## src/design/ugi_defines.svh

```systemverilog
// Offsets, field positions, reset values and timing counts of the USB global flag block.
`ifndef UGI_DEFINES_SVH
`define UGI_DEFINES_SVH

// ****************************************
// Register byte offsets
// ****************************************
`define UGI_OFF_FLAGS    8'h04
`define UGI_OFF_FLAG_CLR 8'h08
`define UGI_OFF_FLAG_SET 8'h0c
`define UGI_OFF_EN       8'h10
`define UGI_OFF_EN_CLR   8'h14
`define UGI_OFF_EN_SET   8'h18
`define UGI_OFF_CTRL     8'h1c
`define UGI_OFF_FNUM     8'h20

// ****************************************
// Field positions and write masks
// ****************************************
`define UGI_B_BUS_IDLE_FLAG       0
`define UGI_B_SOF        2
`define UGI_B_BUS_RESET_END_FLAG      3
`define UGI_B_WAKE       4
`define UGI_B_RESUME_END_FLAG      5
`define UGI_B_REMOTE_RESUME_FLAG      6
`define UGI_B_CTRL_FRZ   0
`define UGI_M_FLAG_CLR   32'h0000_007d
`define UGI_M_FLAG_SET   32'h7e00_007d
`define UGI_M_EN         32'h7e07_f07d

// ****************************************
// Reset values
// ****************************************
`define UGI_RST_FLAGS    32'h0000_0000
`define UGI_RST_EN       32'h0000_0000
`define UGI_RST_FRZ      1'h0
`define UGI_RST_FNUM     11'h000

// ****************************************
// Timing
// ****************************************
`define UGI_CLK_HZ       10000000
`define UGI_BUS_IDLE_FLAG_MS      3
`define UGI_BUS_IDLE_FLAG_CYC     (`UGI_BUS_IDLE_FLAG_MS * `UGI_CLK_HZ / 1000)
`define UGI_WAKE_FILT    2'h3

`endif

```

## src/design/ugi_pkg.sv

```systemverilog
// Types shared by the USB global flag block.
package ugi_pkg;

    // Events from the USB controller core, all on pclk.
    typedef struct packed {
        logic        sof;
        logic [10:0] frame_num;
        logic        bus_reset_end;
        logic        resume_end;
        logic        remote_resume_sent;
        logic [6:0]  ep_irq;
        logic [6:1]  dma_irq;
        logic [6:1]  dma_src_clr;
    } ugi_evt_t;

    // Line monitor state.
    typedef enum logic [0:0] {
        LN_ACTIVE = 1'b0,
        LN_BUS_IDLE_FLAG   = 1'b1
    } ugi_line_t;

endpackage

```

## src/design/ugi_top.sv

```systemverilog
// USB device global interrupt flags, enables and APB register slave.
// How it works
// - Filtered line activity after suspend sets wake flag.
// - Wake flag rises even with clock frozen.
// - Suspend flag setting clears the wake flag.
// - Host end-of-resume sets its own flag.
// - Sent upstream resume sets its own flag.
// - Endpoint flags mirror endpoint pending interrupts.
// - DMA flag set by channel, cleared by source.
// - Interrupt is OR of flags ANDed with enables.
// - Flag-set ones force the matching bus flags.
// - Enables read-only; suspend enable via set/clear.
// - Frame enable set and cleared by strobes.
// - Three milliseconds idle J sets suspend flag.
// - Wake flag setting clears the suspend flag.
// - Start-of-frame sets flag, updates frame number.
`timescale 1ns/1ps
`include "ugi_defines.svh"

module ugi_top #(
    parameter int BUS_IDLE_FLAG_CYC = `UGI_BUS_IDLE_FLAG_CYC
) (
    // APB clock and reset
    input  wire logic              pclk,
    input  wire logic              presetn,
    // APB slave
    input  wire logic              psel,
    input  wire logic              penable,
    input  wire logic              pwrite,
    input  wire logic [7:0]        paddr,
    input  wire logic [31:0]       pwdata,
    output logic      [31:0]       prdata,
    output logic                   pready,
    output logic                   pslverr,
    // USB line sense, asynchronous
    input  wire logic              line_idle_j,
    // USB controller core events
    input  wire ugi_pkg::ugi_evt_t usb_evt,
    // Controls and interrupt
    output logic                   clock_freeze,
    output logic                   usb_irq
);

    // ****************************************
    // State
    // ****************************************
    logic [31:0]        flags_q;
    logic [31:0]        flags_d;
    logic [31:0]        en_q;
    logic [31:0]        en_d;
    logic               frz_q;
    logic [10:0]        fnum_q;
    logic [31:0]        prdata_q;
    logic               pready_q;
    logic               pslverr_q;
    logic               irq_q;
    logic               idle_s1_q;
    logic               idle_s2_q;
    logic [15:0]        idle_cnt_q;
    logic [1:0]         filt_cnt_q;
    ugi_pkg::ugi_line_t line_q;

    // ****************************************
    // Bus decode
    // ****************************************
    wire        acc     = psel & penable;
    wire        done    = acc & pready_q;
    wire        wr      = done & pwrite;
    wire        aligned = (paddr[1:0] == 2'h0);
    wire        hit_flg = aligned & (paddr == `UGI_OFF_FLAGS);
    wire        hit_fcl = aligned & (paddr == `UGI_OFF_FLAG_CLR);
    wire        hit_fst = aligned & (paddr == `UGI_OFF_FLAG_SET);
    wire        hit_en  = aligned & (paddr == `UGI_OFF_EN);
    wire        hit_ecl = aligned & (paddr == `UGI_OFF_EN_CLR);
    wire        hit_est = aligned & (paddr == `UGI_OFF_EN_SET);
    wire        hit_ctl = aligned & (paddr == `UGI_OFF_CTRL);
    wire        hit_fn  = aligned & (paddr == `UGI_OFF_FNUM);
    wire        mapped  = hit_flg | hit_fcl | hit_fst | hit_en
                        | hit_ecl | hit_est | hit_ctl | hit_fn;

    // Write strobes are masked so reserved bits never reach a flag.
    wire [31:0] sw_clr  = (wr & hit_fcl) ? (pwdata & `UGI_M_FLAG_CLR) : 32'h0;
    wire [31:0] sw_set  = (wr & hit_fst) ? (pwdata & `UGI_M_FLAG_SET) : 32'h0;
    wire [31:0] en_clr  = (wr & hit_ecl) ? (pwdata & `UGI_M_EN) : 32'h0;
    wire [31:0] en_set  = (wr & hit_est) ? (pwdata & `UGI_M_EN) : 32'h0;

    // Strobe registers carry no state, so they read back as zero.
    wire [31:0] rdata   = hit_flg ? flags_q
                        : hit_en  ? en_q
                        : hit_ctl ? {31'h0, frz_q}
                        : hit_fn  ? {21'h0, fnum_q}
                        : 32'h0;

    // ****************************************
    // Line monitor
    // ****************************************
    // The core only produces events while its clock runs.
    wire        run      = ~frz_q;
    wire        idle_hit = (idle_cnt_q == BUS_IDLE_FLAG_CYC[15:0]);
    wire        bus_idle_flag_hw  = (line_q == ugi_pkg::LN_ACTIVE) & idle_s2_q & run
                         & (idle_cnt_q == BUS_IDLE_FLAG_CYC[15:0] - 16'h1);
    // Wake detection uses the free pclk, not the frozen core clock.
    wire        wake_hw  = (line_q == ugi_pkg::LN_BUS_IDLE_FLAG) & ~idle_s2_q
                         & (filt_cnt_q == `UGI_WAKE_FILT - 2'h1);

    // Two flops on the line sense; only the second is read.
    always_ff @(posedge pclk or negedge presetn)
    begin
        if (!presetn)
        begin
            idle_s1_q <= 1'b0;
            idle_s2_q <= 1'b0;
        end
        else
        begin
            idle_s1_q <= line_idle_j;
            idle_s2_q <= idle_s1_q;
        end
    end

    // Idle time counter; it saturates so suspend is signalled once.
    always_ff @(posedge pclk or negedge presetn)
    begin
        if (!presetn)
            idle_cnt_q <= 16'h0;
        else if (!idle_s2_q || line_q == ugi_pkg::LN_BUS_IDLE_FLAG)
            idle_cnt_q <= 16'h0;
        else if (run && !idle_hit)
            idle_cnt_q <= idle_cnt_q + 16'h1;
    end

    // Glitch filter: activity must last several cycles to wake.
    always_ff @(posedge pclk or negedge presetn)
    begin
        if (!presetn)
            filt_cnt_q <= 2'h0;
        else if (idle_s2_q || line_q == ugi_pkg::LN_ACTIVE)
            filt_cnt_q <= 2'h0;
        else if (filt_cnt_q != `UGI_WAKE_FILT)
            filt_cnt_q <= filt_cnt_q + 2'h1;
    end

    // Own upstream resume leaves suspend but raises no wake flag.
    always_ff @(posedge pclk or negedge presetn)
    begin
        if (!presetn)
            line_q <= ugi_pkg::LN_ACTIVE;
        else
        begin
            case (line_q)
                ugi_pkg::LN_ACTIVE:
                    if (bus_idle_flag_hw)
                        line_q <= ugi_pkg::LN_BUS_IDLE_FLAG;
                ugi_pkg::LN_BUS_IDLE_FLAG:
                    if (wake_hw || (run && usb_evt.remote_resume_sent))
                        line_q <= ugi_pkg::LN_ACTIVE;
                default:
                    line_q <= ugi_pkg::LN_ACTIVE;
            endcase
        end
    end

    // ****************************************
    // Flag update
    // ****************************************
    wire        sof_hw   = run & usb_evt.sof;
    wire [6:1]  dma_set  = usb_evt.dma_irq & {6{run}};
    wire [6:1]  dma_clr  = usb_evt.dma_src_clr & {6{run}};
    wire        bus_idle_flag_any = bus_idle_flag_hw | sw_set[`UGI_B_BUS_IDLE_FLAG];
    wire        wake_any = wake_hw | sw_set[`UGI_B_WAKE];

    // Hardware set sources, laid out like the flag register.
    wire [31:0] hw_set   = {1'b0, dma_set, 18'h0,
                            run & usb_evt.remote_resume_sent,
                            run & usb_evt.resume_end,
                            wake_hw,
                            run & usb_evt.bus_reset_end,
                            sof_hw,
                            1'b0,
                            bus_idle_flag_hw};

    // Automatic clears: suspend and wake knock each other out.
    wire [31:0] hw_clr   = {1'b0, dma_clr, 18'h0, 2'h0,
                            bus_idle_flag_any,
                            3'h0,
                            wake_any};

    wire [31:0] clr_all  = hw_clr | sw_clr;
    wire [31:0] set_all  = hw_set | sw_set;
    // Set is applied after clear so a coincident event survives.
    wire [31:0] flg_next = (flags_q & ~clr_all) | set_all;
    // Endpoint flags follow the endpoint sources; held while frozen.
    wire [6:0]  ep_next  = run ? usb_evt.ep_irq : flags_q[18:12];

    assign flags_d = {flg_next[31:19], ep_next, flg_next[11:0]};
    // Enables change only through the strobe registers.
    assign en_d    = (en_q & ~en_clr) | en_set;

    // Flag and enable registers.
    always_ff @(posedge pclk or negedge presetn)
    begin
        if (!presetn)
        begin
            flags_q <= `UGI_RST_FLAGS;
            en_q    <= `UGI_RST_EN;
        end
        else
        begin
            flags_q <= flags_d;
            en_q    <= en_d;
        end
    end

    // Control bit and frame number.
    always_ff @(posedge pclk or negedge presetn)
    begin
        if (!presetn)
        begin
            frz_q  <= `UGI_RST_FRZ;
            fnum_q <= `UGI_RST_FNUM;
        end
        else
        begin
            if (wr && hit_ctl)
                frz_q <= pwdata[`UGI_B_CTRL_FRZ];
            if (sof_hw)
                fnum_q <= usb_evt.frame_num;
        end
    end

    // ****************************************
    // Interrupt output
    // ****************************************
    // Registered so the pin never glitches during flag updates.
    always_ff @(posedge pclk or negedge presetn)
    begin
        if (!presetn)
            irq_q <= 1'b0;
        else
            irq_q <= |(flags_q & en_q);
    end

    // ****************************************
    // APB answer
    // ****************************************
    // One wait state buys a registered read path and error flag.
    always_ff @(posedge pclk or negedge presetn)
    begin
        if (!presetn)
        begin
            pready_q  <= 1'b0;
            pslverr_q <= 1'b0;
            prdata_q  <= 32'h0;
        end
        else
        begin
            pready_q  <= acc & ~pready_q;
            pslverr_q <= acc & ~pready_q & ~mapped;
            prdata_q  <= (acc & ~pready_q & ~pwrite) ? rdata : 32'h0;
        end
    end

    assign prdata       = prdata_q;
    assign pready       = pready_q;
    assign pslverr      = pslverr_q;
    assign clock_freeze = frz_q;
    assign usb_irq      = irq_q;

endmodule // ugi_top

```

## config.mk

```make
export PLATFORM = sky130hd
export DESIGN_NAME = ugi_top
export DESIGN_NICKNAME = d
export VERILOG_FILES = /design/src/design/ugi_pkg.sv /design/src/design/ugi_top.sv
export VERILOG_INCLUDE_DIRS = /design/src /design/src/design
export SDC_FILE = /design/constraint.sdc
export NUM_CORES = 1
export LEC_CHECK = 0
export BUFFER_PORTS_ARGS = -buffer_cell sky130_fd_sc_hd__buf_2
export CAP_MARGIN = 20
export CORE_MARGIN = 2
export CORE_UTILIZATION = 50
export CTS_CLUSTER_SIZE = 40
export DETAILED_ROUTE_END_ITERATION = 16
export PLACE_DENSITY = 0.86
export SLEW_MARGIN = 30
export SYNTH_ARGS = -nofsm -noshare
export SYNTH_HDL_FRONTEND = slang
export SYNTH_SLANG_ARGS = --single-unit
```

## constraint.sdc

```tcl
create_clock -name pclk -period 2.9 [get_ports pclk]
set_clock_uncertainty 0.05 [all_clocks]
set_input_delay 0.435 -clock pclk [delete_from_list [all_inputs] [get_ports pclk]]
set_output_delay 0.435 -clock pclk [all_outputs]
set_load 0.01 [all_outputs]
```

# Yosys cells after proc, flatten, opt, wreduce, memory -nomap -nowiden
# Cells that the tools add are included.
totals:
  input_bits: 80
  word_cells: 109
  regBits: 132
classes:
  bitwise_logic: 53
  n_eq_ne: 12
  n_reduce_logical: 12
  n_addsub: 2
  n_mux: 16
op_table:
  columns: ["operator", "n"]
  rows:
  - ["bitwise AND 32 bit", 3]
  - ["two-way mux 32 bit", 3]
  - ["two-way mux 31 bit", 3]
  - ["NOT 31 -> 32 bit", 2]
  - ["bitwise OR 32 x 31 -> 32 bit", 2]
  - ["equality test 16 x 15 -> 1 bit (second input constant)", 2]
  - ["equality test 8 x 5 -> 1 bit (second input constant)", 4]
  - ["two-way mux 16 bit", 2]
  - ["OR reduction 32 bit", 1]
  - ["bitwise OR 31 bit", 1]
  - ["bitwise OR 31 x 7 -> 31 bit", 1]
  - ["bitwise AND 1 bit", 27]
  - ["two-way mux 11 bit", 2]
  - ["adder 16 x 1 -> 16 bit (second input constant)", 1]
  - ["equality test 8 x 4 -> 1 bit (second input constant)", 2]
  - ["bitwise AND 6 bit", 2]
  - ["bitwise OR 1 bit", 9]
  - ["equality test 8 x 3 -> 1 bit (second input constant)", 1]
  - ["equality test 8 x 6 -> 1 bit (second input constant)", 1]
  - ["two-way mux 7 bit", 1]
  - ["NOT 1 bit", 6]
  - ["two-way mux 2 bit", 2]
  - ["nonzero test 2 bit", 2]
  - ["logical AND 1 bit", 3]
  - ["other kinds (8)", 12]

# Logic depth before layout (Yosys ltp)
# Gate-level depths: netlist of run 1.
logic_depth:
  ltp_word: 11
  mapped_depth: 6

# Worst setup path before layout of run 1
# OpenSTA, ideal clock, no wires.
synth_timing:
  path_type: "input port to flip-flop"
  from: "input paddr[5]"
  to: "register en_q[13]"
  stages: 6
  setup_ns: 0.121
  slack_ns: 0.827
  n_path_buf: 2
  arrival_time_ns: 1.903
  cell_sequence: "or4b_4 -> buf_6 -> nor4_4 -> buf_6 -> nand2_1 -> a22o_1"
synth_via:
  elab_chain_cells: 7
  elab_cells_between_ends: 11
  classes_between: "eq/ne (2); mux (2); bitwise (7)"
synth_lines:
  columns: ["element", "line", "source"]
  rows:
  - ["start, declared", "ugi_top.sv:30", "input wire logic [7:0] paddr,"]
  - ["equality test 8 x 5 -> 1 bit (no source line)", null, null]
  - ["bitwise AND 1 bit", "ugi_top.sv:74", "wire hit_ecl = aligned & (paddr == `UGI_OFF_EN_CLR);"]
  - ["bitwise AND 1 bit", "ugi_top.sv:84", "wire [31:0] en_clr = (wr & hit_ecl) ? (pwdata & `UGI_M_EN) : 32'h0;"]
  - ["two-way mux 31 bit", "ugi_top.sv:84", null]
  - ["NOT 31 -> 32 bit", "ugi_top.sv:197", "assign en_d = (en_q & ~en_clr) | en_set;"]
  - ["bitwise AND 32 bit", "ugi_top.sv:197", null]
  - ["bitwise OR 32 x 31 -> 32 bit (*)", "ugi_top.sv:197", null]
  - ["named net en_d[13]", "ugi_top.sv:50", "logic [31:0] en_d;"]
  - ["end signal, assigned", "ugi_top.sv:205", "en_q <= `UGI_RST_EN;"]
  - ["end signal, assigned", "ugi_top.sv:210", "en_q <= en_d;"]
  - ["end, declared", "ugi_top.sv:49", "logic [31:0] en_q;"]
# The timed path passes the listed nets; every way through them passes the cells marked *.
# A chain may end at the register's enable or synchronous reset.

# Worst setup path in the final report of run 1
layout_timing:
  from: "register frz_q, in the netlist clock_freeze"
  to: "register idle_cnt_q[15]"
layout_via:
  elab_chain_cells: 3
layout_lines:
  columns: ["element", "line", "source"]
  rows:
  - ["start, declared", "ugi_top.sv:51", "logic frz_q;"]
  - ["start signal, assigned", "ugi_top.sv:219", "frz_q <= `UGI_RST_FRZ;"]
  - ["start signal, assigned", "ugi_top.sv:225", "frz_q <= pwdata[`UGI_B_CTRL_FRZ];"]
  - ["NOT 1 bit", "ugi_top.sv:98", "wire run = ~frz_q;"]
  - ["logical AND 1 bit", "ugi_top.sv:128", "else if (run && !idle_hit)"]
  - ["nonzero test 2 bit (no source line)", null, null]
  - ["end signal, assigned", "ugi_top.sv:129", "idle_cnt_q <= idle_cnt_q + 16'h1;"]
  - ["end, declared", "ugi_top.sv:59", "logic [15:0] idle_cnt_q;"]
# Every way passes these cells.

==> results of run 1 <==
[critical path: stages (launching register included)]
cell,delay [ns]
dfrtp_1,0.53
nand3b_1,0.32
or4_1,0.64
or4_1,0.43
a21oi_1,0.15
[metal layers]
metal,track usage [%],up-vias,wire [µm]
met3,6.24,14,954
met1,29.7,1728,4180
met5,0,-,0
met4,6.53,0,150
li1,-,1657,-
met2,35.8,152,5210
[area by class of cell]
type,instances,area share (%)
Timing Repair Buffer,105,10.5
Clock inverter,7,1.72
Clock buffer,9,2.34
Multi-Input combinational cell,278,35.7
Sequential cell,98,46.3
Inverter,13,0.921
Tap cell,108,2.55
[synth_stat cells (3+ instances only)]
master | n | area [µm²]
nor2_1 | 34 | 128
buf_4 | 8 | 60.1
clkbuf_1 | 10 | 37.5
nand4_1 | 5 | 31.3
nand2b_1 | 10 | 62.6
nand2_1 | 35 | 131
and3_1 | 7 | 43.8
nor4_1 | 5 | 31.3
dfrtp_1 | 98 | 2450
a22o_1 | 19 | 166
nor4_4 | 3 | 63.8
inv_1 | 13 | 48.8
a211o_1 | 4 | 35.0
buf_6 | 3 | 33.8
xnor2_1 | 5 | 43.8
mux2_2 | 19 | 214
buf_2 | 3 | 15.0
nor3_1 | 5 | 25.0
a21boi_1 | 4 | 30.0
o21ai_0 | 10 | 50.1
nand3_1 | 12 | 60.1
a22oi_1 | 22 | 165
nor2b_1 | 5 | 31.3
or4_1 | 4 | 30.0
a221oi_1 | 5 | 43.8
nand3b_1 | 3 | 22.5
or3_1 | 4 | 25.0
a21oi_1 | 7 | 35.0
xor2_1 | 5 | 43.8
o21ai_1 | 6 | 30.0
ha_1 | 4 | 50.1
[per-stage QoR]
stage / util, % / hold slack [ns] / setup WS (ns) / power [µW] / cell area [µm²]
finish: 60.8 / 0.0338 / 0.696 / 2550 / 5300
global route: 60.8 / 0.0899 / 0.555 / 2660 / 5300
CTS: 60.8 / 0.0623 / 0.692 / 2570 / 5300
detailed placement: 58.3 / 0.291 / 0.582 / 1630 / 5080
global placement: 58.3 / 0.288 / 0.622 / 1620 / 5080
floorplan: - / 0.0894 / 0.827 / 1530 / 4540
[cells by family (layout without fill, tap and decap cells)]
logic type	after synthesis	in the layout	synth area share [%]
compound gates	89	89	14.7
xor+xnor	10	10	1.94
fa+ha+maj	4	4	1.11
buf+inv	39	134	4.49
flops	98	98	54.3
mux	20	20	4.96
other cells	1	8	0.0830
simple gates	147	147	18.5
[state kept, by name, summed over array words and instances, names as in the netlist]
name,cells
pslverr,1
idle_s1_q,1
pready,1
prdata,24
clock_freeze,1
idle_cnt_q,16
idle_s2_q,1
en_q,19
usb_irq,1
flags_q,19
fnum_q,11
line_q,1
filt_cnt_q,2
[layout by cell type, fill, tap and decap left out, types with 12 or more instances in the layout]
cell type,count
buf_2,93
a22oi_1,22
mux2_2,19
buf_4,12
a22o_1,19
nor2_1,34
nand3_1,12
dfrtp_1,98
nand2_1,35
inv_1,13
[power by group through the flow]
stage / Combinational, µW / Clock (µW) / Sequential (µW)
after global placement: 169 / 0 / 1450
after detailed placement: 179 / 0 / 1450
final: 177 / 950 / 1420
after global routing: 199 / 1030 / 1430
after CTS: 180 / 968 / 1420
after floorplan: 82.3 / 0 / 1440
[path summary, 6_finish.rpt]
path	endpoint
max	idle_cnt_q[15]
min	prdata[1]
max reg2reg	idle_cnt_q[15]
min reg2reg	idle_s2_q
max in group asynchronous	en_q[29]
min in group pclk	idle_s1_q
==> results.cfg, run 1 <==
[grt]
grt_pass1_vias = 3564
grt_pass1_wl_um = 17200
grtUsageTotal_pct = 22.2
grt_max_degree = 55
antenna_found_initial = 0
overflow = 0

[setup_path]
startpoint = clock_freeze
rr_worst_depth = 4
critPathArrivalTime_ns = 2.43
worstSetupPathType = register to register
critPathLaunchType = register
crit_required_ns = 3.13
critPathCaptureType = register
r2r_slack_ns = 0.70
reg2reg_from = clock_freeze
path_max_fanout = 13

[run_status]
outcome = finished clean

[cts]
cts_sinks = 98
holdBufCountCts = 0
tritoncts = built
cts.htree.levels = 3
root_buffer = clkbuf_8
ctsResizeCount = 0
cts_max_path_buffers = 2
clock_latency_ns = 0.36
numCtsBuffers = 9
clk_pin_slew_worst_paths_ns = 0.09
post_cts.repair.setup_buffers = 0

[placement]
globalplace.congestion = 0.802
numPortBuffers = 94
dp_hpwl_um = 7640
place_inst = 602

[worst_hold_path]
hold_path.class = input pin to asynchronous set/reset pin

[floorplanning]
core_area_um2 = 8720
dieArea_um2 = 9810
num_rows = 34
die_x_um = 99.0
ioPinCount = 116
initial_utilization_pct = 51.8
die_h_um = 99.0

[route]
post_drt_wl_per_cell_um = 17.0
dr.pass1.iters = 4
drt_iter0_drc = 236
routed_wl_um = 10500
ant_nets = 0
vias = 3551
drc = 0
viasPerCell = 5.75

[timing]
finalCritPeriodShare_pct = 76.0
max_clock_freq_mhz = 454
tightest_slew_ns = 0.661
final.setup.tns_ns = 0
relSlewSlack_pct = 55.9
finalSetupViolations = 0
rsz0062_at_grt = no
finalHoldViolations = 0
min_period_ns = 2.20
maxSlewViolCount = 0

[layout]
nFillCells = 696
nets = 589
n_antenna_cell = 0
syn_to_final_growth_pct = 17.4
multiInputGateArea_um2 = 1890
regArea_um2 = 2450
drive_gt1_share_pct = 30.0
stdcell_count = 618

[pwr]
seq_power_share_pct = 55.8
clkPwrFrac_pct = 37.2
p_comb_share_pct = 6.9
power_switching_uw = 592
switching_share_pct = 23.2
peakVddDrop_uv = 401
power.internal_uw = 1960
p_per_area_nw_per_um2 = 481
p_leak_uw = 0.00248

[synthesis]
synth_area_um2 = 4520
synth_edf_count = 0
synthFlopType = dfrtp_1
seq_area_frac_synth_pct = 54.3
syn-instance-count = 408
async_flop_share_pct = 100
yosys_warnings = 0
syn_avg_cell_area_um2 = 11.1
synth_seq_cells = 98
yosysUniqueCellTypes = 57

[flow_run]
drv_cap = 0
Power figures use the tool's default switching activity.
==> inputs of run 2 (changes only) <==
clock period = 2.1 ns   (was 2.9 ns; I/O delays follow)
==> run 2 against run 1 <==
Effect of this change:
- utilization grew 1.0 points
- sequential cell count is the same
- die area is the same
- cell area grew 1.7%
- wire length shrank 0.31%
- register-to-register slack lost 0.50 ns
- sequential share of layout area shrank 0.78 points
- critical path type unchanged
- largest power group unchanged
- highest routed layer unchanged
==> results.cfg, run 2 (synthesis gave the netlist of run 1 again) <==
[run_status]
outcome = finished clean

[timing]
min_period_ns = 1.91
maxSlewViolCount = 0
tightest_slew_ns = 0.561
final.setup.tns_ns = 0
finalCritPeriodShare_pct = 90.7
finalSetupViolations = 0
rsz0062_at_grt = no
finalHoldViolations = 0
relSlewSlack_pct = 62.6
max_clock_freq_mhz = 525
fin_ws_ns = 0.194

[layout]
n_antenna_cell = 0
final_area_um2 = 5390
nets = 596
mostFrequentLayoutCell = dfrtp_1
syn_to_final_growth_pct = 19.4
drive_gt1_share_pct = 30.4
finish.utilization_pct = 61.8
largest_reg_flops = 24
final_cell_mix = dfrtp_1, buf_2, nand2_1

[worst_hold_path]
hold_path.class = input pin to register

[route]
ant_nets = 0
drt_iter0_drc = 152
post_drt_wl_per_cell_um = 16.8
drc = 0
dr.pass1.iters = 4
vias = 3581
routed_wl_um = 10500
viasPerCell = 5.74

[pwr]
peakVddDrop_uv = 412
clkPwrFrac_pct = 35.8
seq_power_share_pct = 56.9
power.internal_uw = 2630
p_leak_uw = 0.00252
p_per_area_nw_per_um2 = 641
power_switching_uw = 823
switching_share_pct = 23.8
p_comb_share_pct = 7.3

[setup_path]
crit_required_ns = 2.33
path_cells = nand4_1 -> or4_1 -> or4_1 -> a21oi_1
critPathLaunchType = register
crit_path_frequent_cell = or4_1
worstSetupPathType = register to register
critPathArrivalTime_ns = 2.14
path_max_fanout = 8
slowest_stage = or4_1
max_stage_delay_ns = 0.57
critPathCaptureType = register

[cts]
cts.htree.levels = 3
clock_latency_ns = 0.36
tritoncts = built
root_buffer = clkbuf_8
cts_sinks = 98
post_cts.repair.setup_buffers = 0
numCtsBuffers = 9
cts_max_path_buffers = 2
clk_pin_slew_worst_paths_ns = 0.10

[grt]
grtUsageTotal_pct = 22.5
antenna_found_initial = 0
use_met3_pct = 5.53
grt_util_met1_pct = 28.4
grt_pass1_vias = 3707
grt-busiest-layer = met2
grt_pass1_wl_um = 17500
grt_max_degree = 43
use_met2_pct = 38.5
overflow = 0

[placement]
preCtsSetupSlack_ns = 0.0869
numPortBuffers = 94
placed_area_um2 = 5170
dp_hpwl_um = 7590
globalplace.congestion = 0.859

[floorplanning]
num_rows = 34
die_x_um = 99.0
ioPinCount = 116
dieArea_um2 = 9810
core_area_um2 = 8720
die_h_um = 99.0
initial_utilization_pct = 51.8

[flow_run]
drv_cap = 0
-- run 2: cell count changes in the layout (fill, tap and decap cells not counted) --
cell,delta
buf_12,+4
clkinv_2,-2
dlygate4sd3_1,+2
inv_6,+2
buf_4,+1
bufinv_16,-1
clkbuf_8,+1
clkinvlp_4,-1
-- run 2: worst paths after layout --
check                         startpoint        endpoint  slack, ns  cells past startpoint
hold / removal               usb_evt[16]     flags_q[16]       0.13                      2
hold reg to reg                idle_s1_q       idle_s2_q       0.32                      0
setup / recovery           idle_cnt_q[5]  idle_cnt_q[15]       0.19                      4
min in group asynchronous        presetn       prdata[1]       0.36                      2
max in group asynchronous        presetn   idle_cnt_q[7]       0.92                      3
setup reg to reg           idle_cnt_q[5]  idle_cnt_q[15]       0.19                      4
-- run 2: area by class of cell --
class | instances | area (µm²)
Fill cell | 696 | 3330
Inverter | 13 | 48.8
Tap cell | 108 | 135
Clock inverter | 5 | 61.3
Timing Repair Buffer | 112 | 663
Multi-Input combinational cell | 278 | 1890
Sequential cell | 98 | 2450
Clock buffer | 10 | 138
-- run 2: what timing repair did --
item / CTS / global route
gates resized for setup: 0 / 0
hold buffers: 2 / 0
endpoints found under the hold margin: 30 / 0
-- run 2: metrics by stage --
stage / std cells / total power [µW] / hold WS (ns)
floorplan: 415 / 2110 / -0.0306
global placement: 607 / 2240 / 0.216
detailed placement: 607 / 2260 / 0.222
CTS: 624 / 3480 / 0.113
global route: 624 / 3580 / 0.119
finish: 624 / 3450 / 0.127
-- run 2: power groups by stage --
stage | Clock, µW | Combinational [µW] | Sequential, µW
final | 1240 | 252 | 1970
after global routing | 1330 | 283 | 1970
after CTS | 1260 | 256 | 1970
after detailed placement | 0 | 252 | 2000
after global placement | 0 | 240 | 2000
after floorplan | 0 | 114 | 1990
-- run 2: worst max-delay path: cells and delay by family, from the launching register on --
kind            cells  cell delay (ns)
compound gates      1             0.16
simple gates        3             1.18
flops               1             0.45
-- run 2: metal layers --
layer | share of wire, % | vias to the layer above
li1 | - | 1671
met1 | 42 | 1772
met2 | 50 | 121
met3 | 6.3 | 17
met4 | 1.8 | 0
met5 | 0 | -
==> inputs of run 3 (changes only) <==
PLACE_DENSITY = 0.76   (was 0.86)
==> run 3 against run 2 <==
Effect of this change:
- utilization decreased by 0.10 points
- fmax is 5.3% lower
- global-route usage shrank 0.21 points
- wire length shrank 0.29%
==> results.cfg, run 3 (synthesis gave the netlist of run 1 again) <==
[run_status]
outcome = finished clean

[setup_path]
critPathCaptureType = register
path_cells = nand3b_1 -> or4_1 -> or4_1 -> a21oi_1
max_stage_delay_ns = 0.64
critPathLaunchType = register
path_max_fanout = 6
worstSetupPathType = register to register
critPathArrivalTime_ns = 2.25
crit_required_ns = 2.33
crit_path_frequent_cell = or4_1
slowest_stage = or4_1

[pwr]
peakVddDrop_uv = 451
p_per_area_nw_per_um2 = 635
p_leak_uw = 0.00251

[floorplanning]
die_x_um = 99.0
ioPinCount = 116
core_area_um2 = 8720
die_h_um = 99.0
initial_utilization_pct = 51.8
num_rows = 34
dieArea_um2 = 9810

[timing]
finalCritPeriodShare_pct = 95.8
rsz0062_at_grt = no
min_period_ns = 2.01
tightest_slew_ns = 0.595
final.setup.tns_ns = 0
max_clock_freq_mhz = 497
relSlewSlack_pct = 60.3
finalHoldViolations = 0
finalSetupViolations = 0
maxSlewViolCount = 0

[layout]
nFillCells = 728
syn_to_final_growth_pct = 19.2
multiInputGateArea_um2 = 1890
largest_reg_flops = 24
final_cell_mix = dfrtp_1, buf_2, nand2_1
nets = 595
regArea_um2 = 2450
n_antenna_cell = 0
drive_gt1_share_pct = 30.4
stdcell_count = 624
mostFrequentLayoutCell = dfrtp_1

[grt]
grt_pass1_vias = 3541
grt_pass1_wl_um = 17400
overflow = 0
antenna_found_initial = 2
grtUsageTotal_pct = 22.3
grt_max_degree = 50

[placement]
dp_hpwl_um = 7440
globalplace.congestion = 0.841
place_inst = 606
numPortBuffers = 94

[cts]
cts.htree.levels = 3
cts_max_path_buffers = 2
tritoncts = built
clk_pin_slew_worst_paths_ns = 0.10
ctsResizeCount = 0
numCtsBuffers = 9
post_cts.repair.setup_buffers = 0
holdBufCountCts = 1
clock_latency_ns = 0.36
root_buffer = clkbuf_8
cts_sinks = 98

[route]
ant_nets = 0
dr.pass1.iters = 6
viasPerCell = 5.71
post_drt_wl_per_cell_um = 16.7
routed_wl_um = 10400
drc = 0
vias = 3560
drt_iter0_drc = 173

[flow_run]
drv_cap = 0

[worst_hold_path]
hold_path.class = input pin to register
==> run 3: cell count changes in the layout (fill, tap and decap cells not counted) <==
cell	delta
clkinv_4	+1
bufinv_16	-1
inv_8	+2
clkbuf_8	+1
clkinv_2	-1
inv_6	-3
clkinvlp_4	+2
buf_4	-1
==> run 3: critical path: cells and delay by family (launching register included) <==
| family | cells | cell delay, ns |
|---|---|---|
| AOI/OAI and AO/OA | 1 | 0.15 |
| DFF | 1 | 0.41 |
| and+or+nand+nor | 3 | 1.34 |
==> run 3: worst paths after layout <==
kind,from,endpoint,slack [ns],depth (start not counted)
worst max-delay path,clock_freeze,idle_cnt_q[15],0.09,4
worst min register to register,idle_s1_q,idle_s2_q,0.31,0
worst max register to register,clock_freeze,idle_cnt_q[15],0.09,4
max in group asynchronous,presetn,fnum_q[9],1.01,3
worst min-delay path,usb_evt[7],flags_q[26],0.12,3
min in group asynchronous,presetn,pready,0.35,2
==> run 3: final cells by class <==
cell class / instances / area share [%]
repair buffers: 111 / 12.2
multi-input cells: 278 / 35.2
well taps: 108 / 2.51
clock buffers: 11 / 2.81
clock inverters: 5 / 0.860
flip-flops and latches: 98 / 45.6
inverters: 13 / 0.907
==> run 3: through the flow <==
| stage | power, µW | hold WS (ns) | util [%] | setup slack, ns | area (µm²) |
|---|---|---|---|---|---|
| after floorplan | 2110 | -0.0306 | - | 0.147 | 4540 |
| after detailed placement | 2260 | 0.198 | 59.2 | 0.0745 | 5160 |
| after global placement | 2240 | 0.195 | 59.2 | 0.117 | 5160 |
| final | 3420 | 0.123 | 61.7 | 0.0877 | 5380 |
| after global routing | 3570 | 0.110 | 61.7 | 0.0119 | 5380 |
| after CTS | 3440 | 0.00609 | 61.6 | 0.0982 | 5370 |
==> run 3: layer usage <==
layer,vias up,wire [µm],track usage [%]
li1,1670,-,-
met4,2,125,5.90
met5,-,7,0
met1,1747,4540,30.4
met3,14,764,5.25
met2,127,4990,36.0
==> run 3: power breakdown <==
group / internal [µW] / switching [µW] / total, µW
registers: 1930 / 34.3 / 1970
logic: 111 / 140 / 251
clock network: 515 / 684 / 1200
